File: src/core/lp_dac_consts.vh
`ifndef LP_DAC_CONSTS_VH
`define LP_DAC_CONSTS_VH

// register byte addresses on the avalon port
`define ADDR_W              16
`define ADDR_REF_CTL        16'h2050
`define ADDR_DAC_DATA       16'h2120
`define ADDR_DAC_SW         16'h2124
`define ADDR_DAC_CFG        16'h2128
`define ADDR_CM_SEL         16'h235c

// reset values
`define RST_REF_CTL         32'h0000_0000
`define RST_DAC_DATA        32'h0000_0000
`define RST_DAC_SW          32'h0000_0008
`define RST_DAC_CFG         32'h0000_0002
`define RST_CM_SEL          32'h0000_0000

// writable bits of each register, reserved read-only bits are zero here
`define WM_REF_CTL          32'h0000_0003
`define WM_DAC_DATA         32'h0003_ffff
`define WM_DAC_SW           32'h0000_003f
`define WM_DAC_CFG          32'h0000_007f
`define WM_CM_SEL           32'h0000_000f

// switch control field positions
`define SW_OVERRIDE_BIT     5
`define SW_FIELD_HI         4
`define SW_FIELD_LO         0
`define SW_BIAS_POT_BIT     4
`define SW_BIAS_FILT_BIT    3
`define SW_ZERO_LPTIA_BIT   2
`define SW_ZERO_FILT_BIT    1
`define SW_ZERO_HSTIA_BIT   0

// data field positions
`define COARSE_HI           17
`define COARSE_LO           12
`define FINE_HI             11
`define FINE_LO             0

// reference control positions
`define REF_BUF_PD_BIT      1
`define BANDGAP_PD_BIT      0

// common-mode select position
`define CM_ENABLE_BIT       3

// configuration register positions
`define CFG_WAVE_BIT        6
`define CFG_DIAG_BIT        5
`define CFG_ZERO_MUX_BIT    4
`define CFG_BIAS_MUX_BIT    3
`define CFG_REF_SEL_BIT     2
`define CFG_PD_BIT          1
`define CFG_WEN_BIT         0

// switch patterns used while the override is off; all-open also under power-down
`define SW_W                5
`define SW_PATTERN_NORMAL   5'h0a
`define SW_PATTERN_DIAG     5'h0b
`define SW_ALL_OPEN         5'h00

// avalon response codes
`define RESP_OKAY           2'h0
`define RESP_DECODE_ERR     2'h3

`endif

File: src/core/reg_field.v
`timescale 1ns/1ps

// one 32-bit software register with per-bit write mask, byte lanes and a hold-clear
module reg_field #(
  parameter [31:0] RESET_VALUE = 32'h0000_0000,
  parameter [31:0] WRITE_MASK  = 32'hffff_ffff
) (
  input  wire        clk,
  input  wire        rst,
  input  wire        clear,
  input  wire        write_en,
  input  wire [31:0] write_data,
  input  wire [3:0]  byte_en,
  output reg  [31:0] value
);

  wire [31:0] lane_mask;
  wire [31:0] bit_mask;

  // byte enables widen to bit lanes, then only documented writable bits pass
  assign lane_mask = {{8{byte_en[3]}}, {8{byte_en[2]}}, {8{byte_en[1]}}, {8{byte_en[0]}}};
  assign bit_mask  = lane_mask & WRITE_MASK;

  // clear wins over write so a blocked register can never pick up data
  always @(posedge clk)
  begin
    if (rst)
      value <= RESET_VALUE;
    else if (clear)
      value <= 32'h0000_0000;
    else if (write_en)
      value <= (value & ~bit_mask) | (write_data & bit_mask);
  end

endmodule // reg_field

File: src/core/lp_dac_switch_and_ref_regs.v
`timescale 1ns/1ps
`include "lp_dac_consts.vh"

////////////////////////////////////////////////////////////////////////////////
module lp_dac_switch_and_ref_regs (
  input  wire                 clk,
  input  wire                 rst,
  input  wire [`ADDR_W-1:0]   address,
  input  wire                 read,
  input  wire                 write,
  input  wire [31:0]          writedata,
  input  wire [3:0]           byteenable,
  output reg  [31:0]          readdata,
  output reg  [1:0]           response,
  output reg                  waitrequest,
  output reg                  bias_to_potentiostat_switch,
  output reg                  bias_to_filter_pin_switch,
  output reg                  zero_to_lowpower_tia_switch,
  output reg                  zero_to_filter_pin_switch,
  output reg                  zero_to_highspeed_tia_switch,
  output wire [5:0]           coarse_code,
  output wire [11:0]          fine_code,
  output reg                  ref_buffer_powerdown,
  output reg                  bandgap_powerdown,
  output reg                  common_mode_enable,
  output reg                  dac_powerdown,
  output reg                  waveform_source,
  output reg                  zero_mux_select,
  output reg                  bias_mux_select,
  output reg                  reference_select
);

  ////////////////////////////////////////////////////////////////////////////////
  // bus handshake state

  // one-hot states; ST_ANSWER is the only cycle with waitrequest low
  localparam [1:0] ST_IDLE   = 2'b01;
  localparam [1:0] ST_ANSWER = 2'b10;

  reg  [1:0]  state;
  reg  [1:0]  next_state;
  wire        request;
  wire        commit;
  wire        hit_ref;
  wire        hit_data;
  wire        hit_sw;
  wire        hit_cfg;
  wire        hit_cm;
  wire        hit_any;

  assign request = read | write;
  // a write lands only at the edge where waitrequest is seen low
  assign commit  = write & ~waitrequest & (state == ST_ANSWER);

  // address decode, full byte address compare
  // a partial decode would alias reserved space onto live registers
  assign hit_ref  = (address == `ADDR_REF_CTL);
  assign hit_data = (address == `ADDR_DAC_DATA);
  assign hit_sw   = (address == `ADDR_DAC_SW);
  assign hit_cfg  = (address == `ADDR_DAC_CFG);
  assign hit_cm   = (address == `ADDR_CM_SEL);
  assign hit_any  = hit_ref | hit_data | hit_sw | hit_cfg | hit_cm;

  // per-register commit strobes; each lives only in the answer cycle, so a request
  // still held after its answer edge is taken again from idle and writes once more
  wire        commit_ref;
  wire        commit_data;
  wire        commit_sw;
  wire        commit_cfg;
  wire        commit_cm;

  assign commit_ref  = commit & hit_ref;
  assign commit_data = commit & hit_data;
  assign commit_sw   = commit & hit_sw;
  assign commit_cfg  = commit & hit_cfg;
  assign commit_cm   = commit & hit_cm;

  // a request seen while answering is not taken again; the master drops it
  // right after the answer edge and may raise the next one straight away
  // two-state handshake: one wait cycle, then one answer cycle
  always @*
  begin
    next_state = state;
    case (state)
      ST_IDLE:
      begin
        if (request)
          next_state = ST_ANSWER;
      end
      ST_ANSWER:
      begin
        next_state = ST_IDLE;
      end
      default:
      begin
        next_state = ST_IDLE;
      end
    endcase
  end

  // handshake state register
  always @(posedge clk)
  begin
    if (rst)
      state <= ST_IDLE;
    else
      state <= next_state;
  end

  ////////////////////////////////////////////////////////////////////////////////
  // register storage

  wire [31:0] ref_ctl;
  wire [31:0] dac_data;
  wire [31:0] dac_sw;
  wire [31:0] dac_cfg;
  wire [31:0] cm_sel;
  wire        data_write_enable;
  wire        data_clear;

  // limitation: clearing the write enable loses the codes, since the data
  // register is held clear rather than merely write-protected
  assign data_write_enable = dac_cfg[`CFG_WEN_BIT];
  // data is held at zero whenever writes to it are disabled
  assign data_clear        = ~data_write_enable;

  // reserved read-only bits are outside every write mask
  // byte lanes are honoured, so a partial write leaves other lanes alone
  reg_field #(
    .RESET_VALUE (`RST_REF_CTL),
    .WRITE_MASK  (`WM_REF_CTL)
  ) u_ref_ctl (
    .clk        (clk),
    .rst        (rst),
    .clear      (1'b0),
    .write_en   (commit_ref),
    .write_data (writedata),
    .byte_en    (byteenable),
    .value      (ref_ctl)
  );

  reg_field #(
    .RESET_VALUE (`RST_DAC_DATA),
    .WRITE_MASK  (`WM_DAC_DATA)
  ) u_dac_data (
    .clk        (clk),
    .rst        (rst),
    .clear      (data_clear),
    .write_en   (commit_data & data_write_enable),
    .write_data (writedata),
    .byte_en    (byteenable),
    .value      (dac_data)
  );

  // switch register bit 3 resets to 1, the rest to 0; override is off, so bit 3 closes no switch
  reg_field #(
    .RESET_VALUE (`RST_DAC_SW),
    .WRITE_MASK  (`WM_DAC_SW)
  ) u_dac_sw (
    .clk        (clk),
    .rst        (rst),
    .clear      (1'b0),
    .write_en   (commit_sw),
    .write_data (writedata),
    .byte_en    (byteenable),
    .value      (dac_sw)
  );

  // configuration starts powered down with data writes disabled
  reg_field #(
    .RESET_VALUE (`RST_DAC_CFG),
    .WRITE_MASK  (`WM_DAC_CFG)
  ) u_dac_cfg (
    .clk        (clk),
    .rst        (rst),
    .clear      (1'b0),
    .write_en   (commit_cfg),
    .write_data (writedata),
    .byte_en    (byteenable),
    .value      (dac_cfg)
  );

  // low three bits here are reserved but stay read/write
  // so software may park values there; they reach no output
  reg_field #(
    .RESET_VALUE (`RST_CM_SEL),
    .WRITE_MASK  (`WM_CM_SEL)
  ) u_cm_sel (
    .clk        (clk),
    .rst        (rst),
    .clear      (1'b0),
    .write_en   (commit_cm),
    .write_data (writedata),
    .byte_en    (byteenable),
    .value      (cm_sel)
  );

  ////////////////////////////////////////////////////////////////////////////////
  // read path and bus answer

  // unmapped reads return zero together with a decode error response
  reg  [31:0] read_mux;

  // the data register already reads zero while blocked, since it is held clear
  always @*
  begin
    read_mux = 32'h0000_0000;
    case (1'b1)
      hit_ref:  read_mux = ref_ctl;
      hit_data: read_mux = dac_data;
      hit_sw:   read_mux = dac_sw;
      hit_cfg:  read_mux = dac_cfg;
      hit_cm:   read_mux = cm_sel;
      default:  read_mux = 32'h0000_0000;
    endcase
  end

  // idle values between answers keep a stale word off the bus
  // waitrequest drops for exactly one cycle per request
  always @(posedge clk)
  begin
    if (rst)
    begin
      waitrequest <= 1'b1;
      readdata    <= 32'h0000_0000;
      response    <= `RESP_OKAY;
    end
    else if (state == ST_IDLE && request)
    begin
      waitrequest <= 1'b0;
      readdata    <= read ? read_mux : 32'h0000_0000;
      response    <= hit_any ? `RESP_OKAY : `RESP_DECODE_ERR;
    end
    else
    begin
      waitrequest <= 1'b1;
      readdata    <= 32'h0000_0000;
      response    <= `RESP_OKAY;
    end
  end

  ////////////////////////////////////////////////////////////////////////////////
  // output switch selection

  // effective switch vector, bit order as in the switch register
  reg  [`SW_W-1:0] next_switches;
  wire             override;
  wire             diag_mode;
  wire             powered_down;

  // the three controls that pick the switch source
  assign override     = dac_sw[`SW_OVERRIDE_BIT];
  assign diag_mode    = dac_cfg[`CFG_DIAG_BIT];
  assign powered_down = dac_cfg[`CFG_PD_BIT];

  // power-down beats override, override beats the mode pattern
  always @*
  begin
    next_switches = `SW_ALL_OPEN;
    if (powered_down)
      next_switches = `SW_ALL_OPEN;
    else if (override)
      next_switches = dac_sw[`SW_FIELD_HI:`SW_FIELD_LO];
    else if (diag_mode)
      next_switches = `SW_PATTERN_DIAG;
    else
      next_switches = `SW_PATTERN_NORMAL;
  end

  // registered so the analog switch drivers never see decode glitches
  always @(posedge clk)
  begin
    if (rst)
    begin
      bias_to_potentiostat_switch  <= 1'b0;
      bias_to_filter_pin_switch    <= 1'b0;
      zero_to_lowpower_tia_switch  <= 1'b0;
      zero_to_filter_pin_switch    <= 1'b0;
      zero_to_highspeed_tia_switch <= 1'b0;
    end
    else
    begin
      bias_to_potentiostat_switch  <= next_switches[`SW_BIAS_POT_BIT];
      bias_to_filter_pin_switch    <= next_switches[`SW_BIAS_FILT_BIT];
      zero_to_lowpower_tia_switch  <= next_switches[`SW_ZERO_LPTIA_BIT];
      zero_to_filter_pin_switch    <= next_switches[`SW_ZERO_FILT_BIT];
      zero_to_highspeed_tia_switch <= next_switches[`SW_ZERO_HSTIA_BIT];
    end
  end

  ////////////////////////////////////////////////////////////////////////////////
  // codes, references and configuration outputs

  // codes come straight from the data register flops
  assign coarse_code = dac_data[`COARSE_HI:`COARSE_LO];
  assign fine_code   = dac_data[`FINE_HI:`FINE_LO];

  // power controls follow their register bits one cycle later
  // registered so a decode glitch never reaches an analog power switch
  always @(posedge clk)
  begin
    if (rst)
    begin
      ref_buffer_powerdown <= 1'b0;
      bandgap_powerdown    <= 1'b0;
      common_mode_enable   <= 1'b0;
      dac_powerdown        <= 1'b1;
      waveform_source      <= 1'b0;
      zero_mux_select      <= 1'b0;
      bias_mux_select      <= 1'b0;
      reference_select     <= 1'b0;
    end
    else
    begin
      ref_buffer_powerdown <= ref_ctl[`REF_BUF_PD_BIT];
      bandgap_powerdown    <= ref_ctl[`BANDGAP_PD_BIT];
      common_mode_enable   <= cm_sel[`CM_ENABLE_BIT];
      dac_powerdown        <= powered_down;
      waveform_source      <= dac_cfg[`CFG_WAVE_BIT];
      zero_mux_select      <= dac_cfg[`CFG_ZERO_MUX_BIT];
      bias_mux_select      <= dac_cfg[`CFG_BIAS_MUX_BIT];
      reference_select     <= dac_cfg[`CFG_REF_SEL_BIT];
    end
  end

endmodule // lp_dac_switch_and_ref_regs

File: config.mk
export PLATFORM = sky130hd
export DESIGN_NAME = lp_dac_switch_and_ref_regs
export DESIGN_NICKNAME = d
export VERILOG_FILES = /design/src/core/reg_field.v /design/src/core/lp_dac_switch_and_ref_regs.v
export VERILOG_INCLUDE_DIRS = /design/src /design/src/core
export SDC_FILE = /design/constraint.sdc
export NUM_CORES = 1
export LEC_CHECK = 0
export ABC_AREA = 1
export BUFFER_PORTS_ARGS = -buffer_cell sky130_fd_sc_hd__buf_4
export CAP_MARGIN = 10
export CORE_UTILIZATION = 45
export CTS_BUF_LIST = sky130_fd_sc_hd__clkbuf_2 sky130_fd_sc_hd__clkbuf_4 sky130_fd_sc_hd__clkbuf_8
export CTS_CLUSTER_DIAMETER = 50
export DETAILED_ROUTE_END_ITERATION = 12
export PLACE_DENSITY = 0.82
export SETUP_SLACK_MARGIN = 0.1
export SLEW_MARGIN = 20
export SYNTH_ARGS = -nofsm -noshare
export SYNTH_HDL_FRONTEND = slang
export SYNTH_SLANG_ARGS = --single-unit
File: constraint.sdc
create_clock -name clk -period 1.5 [get_ports clk]
set_input_delay 0.075 -clock clk [delete_from_list [all_inputs] [get_ports clk]]
set_output_delay 0.075 -clock clk [all_outputs]
set_load 0.02 [all_outputs]
==> metrics.cfg, run 1 <==
[sta]
finalHoldWorstSlack_ns=0.0145
slew_viol_final=0
hold_viol_final=0
finalSetupViolations=0
max_freq_mhz=694
worst_slack_ns=0.0589
setup-tns-final_ns=0
post-route-period-util_pct=96.1
min_period_ns=1.44
skew_ns=0.0119
grt_setup_unrepaired=yes

[pwr]
leakage_nw=2.07
pwr_density_cell_mw_per_mm2=953
irDropWorstVdd_v=0.000643

[global_route]
grt_pass1_vias=2880
overflow=0
grt_pass1_wl_um=13100
grt_use_total_pct=23.5
antenna_found_initial=0
grt_max_degree=17

[cells_and_area]
final_common_cell=buf_4
fin_nets=598
area_delta_synth_final_pct=43.5
drive_above_1_share_pct=31.8
fillers=517
final_cell_mix=109 x buf_4, 88 x nor2_1, 69 x dfxtp_1, 64 x nand2_1, 57 x inv_1
antenna_cells=0
final_util_pct=67.9

[die]
row_count=29
core_mm2=0.00646
die_w_um=84.4
die_h_um=84.4
floorplan.initialDensity_pct=47.3
io_pins=122
dieArea_mm2=0.00713

[logic_synthesis]
synth_enable_flop_cells=0
ys_seq_elements=72
yosys.area_share.xor_xnor_pct=0
synth_cell_types=26
ys_seq_area_share_pct=47.1
synth_ff_type=dfxtp_1
synth_mux_area_share_pct=0
synth_simple_gate_area_share_pct=33.6
synth_area_mm2=0.00306
synth_top_area_cell=dfxtp_1
synthAdderAreaFrac_pct=0
synth_top_family_by_area=simple AND/OR/NAND/NOR gates
yosysWarnings=0
synth_area_leaders=dfxtp_1 47%, nor2_1 11%, nand2_1 8.5%
synth_compound_area_share_pct=5.93
syn_area_per_cell_um2=7.35
synth_cells=416
synth_top_cell_area_share_pct=47.1
async_reset_ff_share_pct=0

[clock_network]
numCtsBuffers=9
cts-root-buf=clkbuf_8
h-tree-depth=3
clk_pin_slew_ns=0.08
clock-sinks=72
insertion_delay_ns=0.36
tritoncts=done
clk_path_buf_depth=2

[critical_path]
start_kind=flop
arrival_ns=1.73
crit_required_ns=1.79
reg2reg_setup_slack_ns=0.06
cp-end-kind=flop
timing_worst_setup_path_type=flop to flop
path_max_fanout=11

[place]
pre_cts_slack_ns=0.0351
dpl.hpwl_um=5450
io_buffers=92
place_congestion=0.909

[route]
firstDrtPassIters=11
ant_nets=0
drcViolationCount=8
drt-total-wl_um=8530
vias_per_cell=5.06
wl_per_cell_um=13.7
drt_iter0_markers=241
vias=3160

[status]
violations=DRC
outcome=finished, violations left

[worst_hold_path]
hold_class=primary input to flop

[job]
drv_cap=0

-- metal layers --
layer	part of all wire, %	wire, um	GRT usage [%]	up-vias
li1	-	-	-	1521
met1	38	3260	27.1	1439
met2	50	4310	40.7	171
met3	7.6	647	5.01	29
met4	3.7	319	13.3	0
met5	0	0	0	-
-- metrics by stage --
step           cells  power [mW]  cell area, um2
6_report         624        4.18            4390
2_1_floorplan    429        2.12            3110
3_3_place_gp     588        2.22            3830
4_1_cts          617        4.15            4240
3_5_place_dp     588        2.23            3830
5_1_grt          624        4.31            4390
-- synth_stat cells (2+ instances only) --
library cell and n:
nor2_1 92, dfxtp_1 72, nand2_1 69, inv_1 60, nand4_1 26, o21ai_0 17
buf_4 15, a21oi_1 12, nand3_1 12, nor2_2 10, nor2_4 6, buf_2 4
clkbuf_1 3, a211oi_1 2, and3_1 2, buf_6 2, inv_2 2, nand2_2 2
-- power breakdown --
group / switching (mW) / leakage (nW) / internal [mW]
registers: 0.0144 / 0.581 / 1.92
logic: 0.170 / 1.36 / 0.143
clock network: 0.738 / 0.126 / 1.19
-- kinds of logic after synthesis --
kind of cell	Yosys count
flip-flops	72
AND/OR/NAND/NOR	223
other	1
buffers and inverters	87
AO/OA/AOI/OAI	33
-- layout make-up --
cell class	instances	area [um2]	area share (%)
Tap cell	77	96.3	2.20
Multi-Input combinational cell	271	1350	30.8
Sequential cell	72	1450	32.9
Timing Repair Buffer	125	1000	22.8
Clock inverter	5	103	2.34
Clock buffer	11	151	3.45
Inverter	63	239	5.45
-- repair_timing --
action | CTS | global route
setup buffers | 2 | 6
setup endpoints to repair | 17 | 43
hold buffers | 11 | 0
gates cloned | 0 | 1
hold endpoints to repair | 11 | 0
resized for setup | 3 | 30
pin swaps | 0 | 8
-- worst max-delay path, cell delays in order, from the launching register on --
cell     delay (ns)
dfxtp_2        0.36
inv_2          0.05
nor2_4         0.10
nand2_2        0.08
nor2_4         0.12
nand2_2        0.09
a21oi_4        0.17
buf_12         0.14
nand2_4        0.11
nor2_1         0.14
-- path summary, 6_finish.rpt --
path | start | end | cells after the start
hold / removal | writedata[0] | flop | 3
setup / recovery | state[0] | readdata[10] | 9
hold reg to reg | flop | ref_buffer_powerdown | 2
setup reg to reg | state[0] | readdata[10] | 9
(Power assumes the default switching activity.)
==> run 2, diff against run 1 <==
--- a/config.mk
+++ b/config.mk
@@ -9,6 +9,7 @@
 export ABC_AREA = 1
 export BUFFER_PORTS_ARGS = -buffer_cell sky130_fd_sc_hd__buf_4
 export CAP_MARGIN = 10
+export CORE_ASPECT_RATIO = 2
 export CORE_UTILIZATION = 45
 export CTS_BUF_LIST = sky130_fd_sc_hd__clkbuf_2 sky130_fd_sc_hd__clkbuf_4 sky130_fd_sc_hd__clkbuf_8
 export CTS_CLUSTER_DIAMETER = 50
==> run 2 against run 1 <==
- the run now ends clean
- critical path type unchanged
- setup slack improved by 0.11 ns
- power down 8.7%
- die area is 0.28% higher
- critical path depth decreased by 2
- final area shrank 1.7%
- sequential share of layout area up 0.61 points
- first-iteration DRC count decreased by 41%
- clock skew decreased by 0.0014 ns
==> metrics.cfg, run 2 (synthesis results as in run 1) <==
[die]
dieArea_mm2=0.00715  ; +0.28%
die_w_um=60.3  ; -29%
die_h_um=119  ; +40%
core_mm2=0.00657  ; +1.7%
row_count=42  ; +45%
io_pins=122  ; unchanged
floorplan.initialDensity_pct=46.6  ; -0.79 points

[clock_network]
insertion_delay_ns=0.36  ; about the same
tritoncts=done
clk_pin_slew_ns=0.08  ; about the same
h-tree-depth=3  ; unchanged
cts-root-buf=clkbuf_8
clk_path_buf_depth=2  ; unchanged
clock-sinks=72  ; unchanged
numCtsBuffers=9  ; unchanged

[place]
pre_cts_slack_ns=0.0876  ; +0.0525 ns
io_buffers=92  ; unchanged
dpl.hpwl_um=6120  ; +12%
dp_cells=601  ; +2.2%
place_congestion=0.894  ; -1.6%
place_area_mm2=0.00387  ; +1.1%

[sta]
setup-tns-final_ns=0  ; unchanged
slew_viol_final=0  ; unchanged
max_freq_mhz=753  ; +8.5%
min_period_ns=1.33  ; -0.113 ns
grt_setup_unrepaired=no
post-route-period-util_pct=88.6  ; -7.5 points
finalSetupViolations=0  ; unchanged
skew_ns=0.0104  ; -0.00140 ns
finalHoldWorstSlack_ns=0.0109  ; -0.00365 ns
hold_viol_final=0  ; unchanged
worst_slack_ns=0.172  ; +0.113 ns

[pwr]
pwr_density_cell_mw_per_mm2=886  ; -7.1%
p_total_mw=3.82  ; -8.7%
irDropWorstVdd_v=0.000430  ; -33%
leakage_nw=2.05  ; -0.90%

[critical_path]
cp-end-kind=flop
timing_worst_setup_path_type=flop to flop
start_kind=flop
path_max_fanout=5  ; -6
arrival_ns=1.57  ; -0.16 ns
crit_required_ns=1.74  ; -0.05 ns

[route]
drt-total-wl_um=8370  ; -1.9%
drcViolationCount=0  ; -8
drt_iter0_markers=143  ; -41%
vias=3083  ; -2.4%
ant_nets=0  ; unchanged
vias_per_cell=4.86  ; -4.0%
wl_per_cell_um=13.2  ; -3.5%
firstDrtPassIters=4  ; -7

[cells_and_area]
antenna_cells=0  ; unchanged
fin_nets=597  ; -0.17%
final_common_cell=buf_4
final_cell_mix=111 x buf_4, 89 x nor2_1, 70 x dfxtp_1, 68 x nand2_1, 59 x inv_1
final_cell_area_mm2=0.00431  ; -1.7%
area_delta_synth_final_pct=41.0
drive_above_1_share_pct=30.4  ; -1.4 points
final_util_pct=65.6  ; -2.3 points
fillers=544  ; +5.2%
final_cells=634  ; +1.6%

[global_route]
grt_max_degree=19  ; +2
grt_pass1_wl_um=12900  ; -1.5%
grt_use_total_pct=24.0  ; +0.47 points
grt_pass1_vias=3038  ; +5.5%
antenna_found_initial=0  ; unchanged
overflow=0  ; unchanged

[worst_hold_path]
hold_class=primary input to flop

[job]
drv_cap=0  ; unchanged

[status]
outcome=complete, no violations

[run 2: changes by cell type in the layout (fill, tap and decap cells not counted), sizes merged]
cell / delta
nand2: +1
buf: -1
inv: -1
nand3: -1
bufinv: -2
clkinvlp: -1
clkinv: +2
clkbuf: +2
[run 2: worst paths after layout]
kind	startpoint	endpoint	slack, ns	depth (start not counted)
worst max-delay path	state[0]	flop	0.17	7
worst min register to register	flop	readdata[7]	0.45	2
worst max register to register	state[0]	flop	0.17	7
worst min-delay path	writedata[0]	flop	0.01	3
[run 2: worst max-delay path: stages (launching register included)]
cell	delay, ns
dfxtp_2	0.34
nor2_4	0.15
nand4_4	0.16
buf_4	0.18
nor2_4	0.12
inv_1	0.11
nor2_1	0.10
nor2_1	0.06
[run 2: layout make-up]
class | count | area [um2] | area share, %
clock buffers | 13 | 166 | 3.86
clock inverters | 3 | 40.0 | 0.929
inverters | 63 | 238 | 5.52
multi-input cells | 271 | 1330 | 30.8
flip-flops and latches | 72 | 1450 | 33.6
well taps | 88 | 110 | 2.55
repair buffers | 124 | 983 | 22.8
[run 2: power by group]
part           internal [mW]  leakage (nW)  switching [mW]
Clock                  0.891         0.110           0.683
Combinational          0.144          1.36           0.166
Sequential              1.92         0.581          0.0111
Total                   2.96          2.05           0.860
[run 2: metal layers]
metal  vias up  share of wire, %  global-route usage, %
met4         0               4.6                   14.2
li1       1518                 -                      -
met3        36               5.2                   5.36
met1      1396                33                   21.8
met2       133                57                   44.4
met5         -                 0                      0
[run 2: what timing repair did]
item,in CTS,in global routing
gates cloned,0,1
hold buffers,11,0
setup endpoints to repair,13,36
endpoints found under the hold margin,11,0
setup buffers,0,5
pin swaps,0,6
resized for setup,1,19
==> run 3, diff against run 2 <==
--- a/config.mk
+++ b/config.mk
@@ -15,6 +15,7 @@
 export CTS_CLUSTER_DIAMETER = 50
 export DETAILED_ROUTE_END_ITERATION = 12
 export PLACE_DENSITY = 0.82
+export RECOVER_POWER = 25
 export SETUP_SLACK_MARGIN = 0.1
 export SLEW_MARGIN = 20
 export SYNTH_ARGS = -nofsm -noshare
==> run 3 against run 2 <==
- critical path depth increased by 4
- global-route usage unchanged
- power about the same
- cell count unchanged
- final area decreased by 1.9%
- count of clock-buffer cells in the layout unchanged
- combinational power about the same
- first-iteration DRC count increased by 15%
- sequential power about the same
- die area unchanged
==> metrics.cfg, run 3 (synthesis results as in run 1) <==
[sta]
setup-tns-final_ns=0  ; unchanged
hold_viol_final=0  ; unchanged
post-route-period-util_pct=91.2  ; +2.7 points
worst_slack_ns=0.132  ; -0.0400 ns
slew_viol_final=0  ; unchanged
finalSetupViolations=0  ; unchanged
max_freq_mhz=731  ; -2.9%
skew_ns=0.0105  ; +0.000102 ns
min_period_ns=1.37  ; +0.0400 ns
grt_setup_unrepaired=no

[critical_path]
reg2reg_setup_slack_ns=0.13  ; -0.04 ns
cp_num_buf_inv=3  ; +1
arrival_ns=1.65  ; +0.08 ns
crit_slowest_cell=dfxtp_1
slowest_delay_ns=0.39  ; +0.05 ns
reg2regPathDepth=11  ; +4
worstPathCellList=inv_2 > nor2_4 > nand2_2 > nor2_4 > nand2_2 > a21oi_4 > buf_12 > o21ai_1 > inv_1 > nand2_1 > nand2_1
cp-end-kind=flop
path_delay_family=simple AND/OR/NAND/NOR gates
crit_required_ns=1.78  ; +0.04 ns
start_kind=flop
timing_worst_setup_path_type=flop to flop
path_max_fanout=9  ; +4
cp.depth=11  ; +4

[clock_network]
insertion_delay_ns=0.35  ; about the same
cts-root-buf=clkbuf_8
clk_pin_slew_ns=0.08  ; about the same
clock-sinks=72  ; unchanged
h-tree-depth=3  ; unchanged
clk_path_buf_depth=2  ; unchanged
numCtsBuffers=9  ; unchanged
tritoncts=done

[die]
row_count=42  ; unchanged
die_w_um=60.3  ; unchanged
floorplan.initialDensity_pct=46.6  ; unchanged
dieArea_mm2=0.00715  ; unchanged
core_mm2=0.00657  ; unchanged
io_pins=122  ; unchanged
die_h_um=119  ; unchanged

[global_route]
grt_max_degree=19  ; unchanged
grt_pass1_vias=3038  ; unchanged
grt_pass1_wl_um=12900  ; unchanged
antenna_found_initial=0  ; unchanged
grt_use_total_pct=24.0  ; unchanged
overflow=0  ; unchanged

[route]
wl_per_cell_um=13.2  ; +0.25%
vias=3083  ; unchanged
vias_per_cell=4.86  ; unchanged
drt-total-wl_um=8390  ; +0.25%
drt_iter0_markers=165  ; +15%
ant_nets=0  ; unchanged
drcViolationCount=0  ; unchanged
firstDrtPassIters=4  ; unchanged

[place]
place_congestion=0.894  ; unchanged
io_buffers=92  ; unchanged
place_area_mm2=0.00387  ; unchanged
dpl.hpwl_um=6120  ; unchanged
pre_cts_slack_ns=0.0876  ; unchanged

[cells_and_area]
final_cell_mix=90 x buf_4, 89 x nor2_1, 71 x dfxtp_1, 68 x nand2_1, 59 x inv_1
fillers=562  ; +3.3%
antenna_cells=0  ; unchanged
fin_nets=597  ; unchanged
final_common_cell=buf_4
area_delta_synth_final_pct=38.3
drive_above_1_share_pct=26.4  ; -4.0 points
final_util_pct=64.4  ; -1.2 points
final_cell_area_mm2=0.00423  ; -1.9%

[pwr]
irDropWorstVdd_v=0.000431  ; about the same
leakage_nw=1.96  ; -4.3%
p_total_mw=3.81  ; about the same
pwr_density_cell_mw_per_mm2=902  ; +1.8%

[job]
drv_cap=0  ; unchanged

[status]
outcome=complete, no violations

[worst_hold_path]
hold_depth=3  ; unchanged
hold_class=primary input to flop

-- run 3: cell types whose count changed in the layout (fill, tap and decap cells not counted) --
| cell | previous run | this run |
|---|---|---|
| buf_4 | 111 | 90 |
| clkbuf_1 | 0 | 21 |
| dfxtp_1 | 70 | 71 |
| dfxtp_2 | 1 | 0 |
-- run 3: metal layers --
metal | up-vias | share of wire [%] | track usage [%]
met5 | - | 0 | 0
met4 | 0 | 4.5 | 14.2
met3 | 37 | 4.8 | 5.36
met2 | 128 | 57 | 44.4
met1 | 1400 | 34 | 21.8
li1 | 1518 | - | -
-- run 3: metrics by stage --
| step | hold slack, ns | std cells |
|---|---|---|
| 6_report | 0.0163 | 634 |
| 5_1_grt | 0.0415 | 634 |
| 4_1_cts | 0.0172 | 628 |
| 3_5_place_dp | 0.315 | 601 |
| 3_3_place_gp | 0.298 | 601 |
| 2_1_floorplan | 0.188 | 429 |
-- run 3: path summary, 6_finish.rpt --
| path | from | end |
|---|---|---|
| max | state[0] | readdata[1] |
| min | writedata[0] | flop |
| max reg2reg | state[0] | readdata[1] |
| min reg2reg | flop | readdata[7] |
-- run 3: worst register-to-register path: stages (launching register included) --
cell and delay, ns:
dfxtp_1 0.39, inv_2 0.06, nor2_4 0.08, nand2_2 0.07
nor2_4 0.09, nand2_2 0.08, a21oi_4 0.14, buf_12 0.15
o21ai_1 0.07, inv_1 0.05, nand2_1 0.05, nand2_1 0.09
-- run 3: repair_timing --
item	4_1_cts	5_1_grt
pin swaps	0	6
setup endpoints to repair	13	36
hold endpoints to repair	11	0
hold buffers	11	0
buffers inserted	0	5
gates resized for setup	1	19
cloned	0	1
-- run 3: cell type report --
class,count,area (um2),area share [%]
Sequential cell,72,1450,34.2
Multi-Input combinational cell,271,1330,31.4
Timing Repair Buffer,124,905,21.4
Inverter,63,238,5.62
Clock buffer,13,166,3.93
Tap cell,88,110,2.60
Clock inverter,3,40.0,0.946
-- run 3: report_power, final --
group          switching [mW]  internal [mW]
registers              0.0111           1.92
logic                   0.167          0.144
clock network           0.680          0.891
total                   0.858           2.96
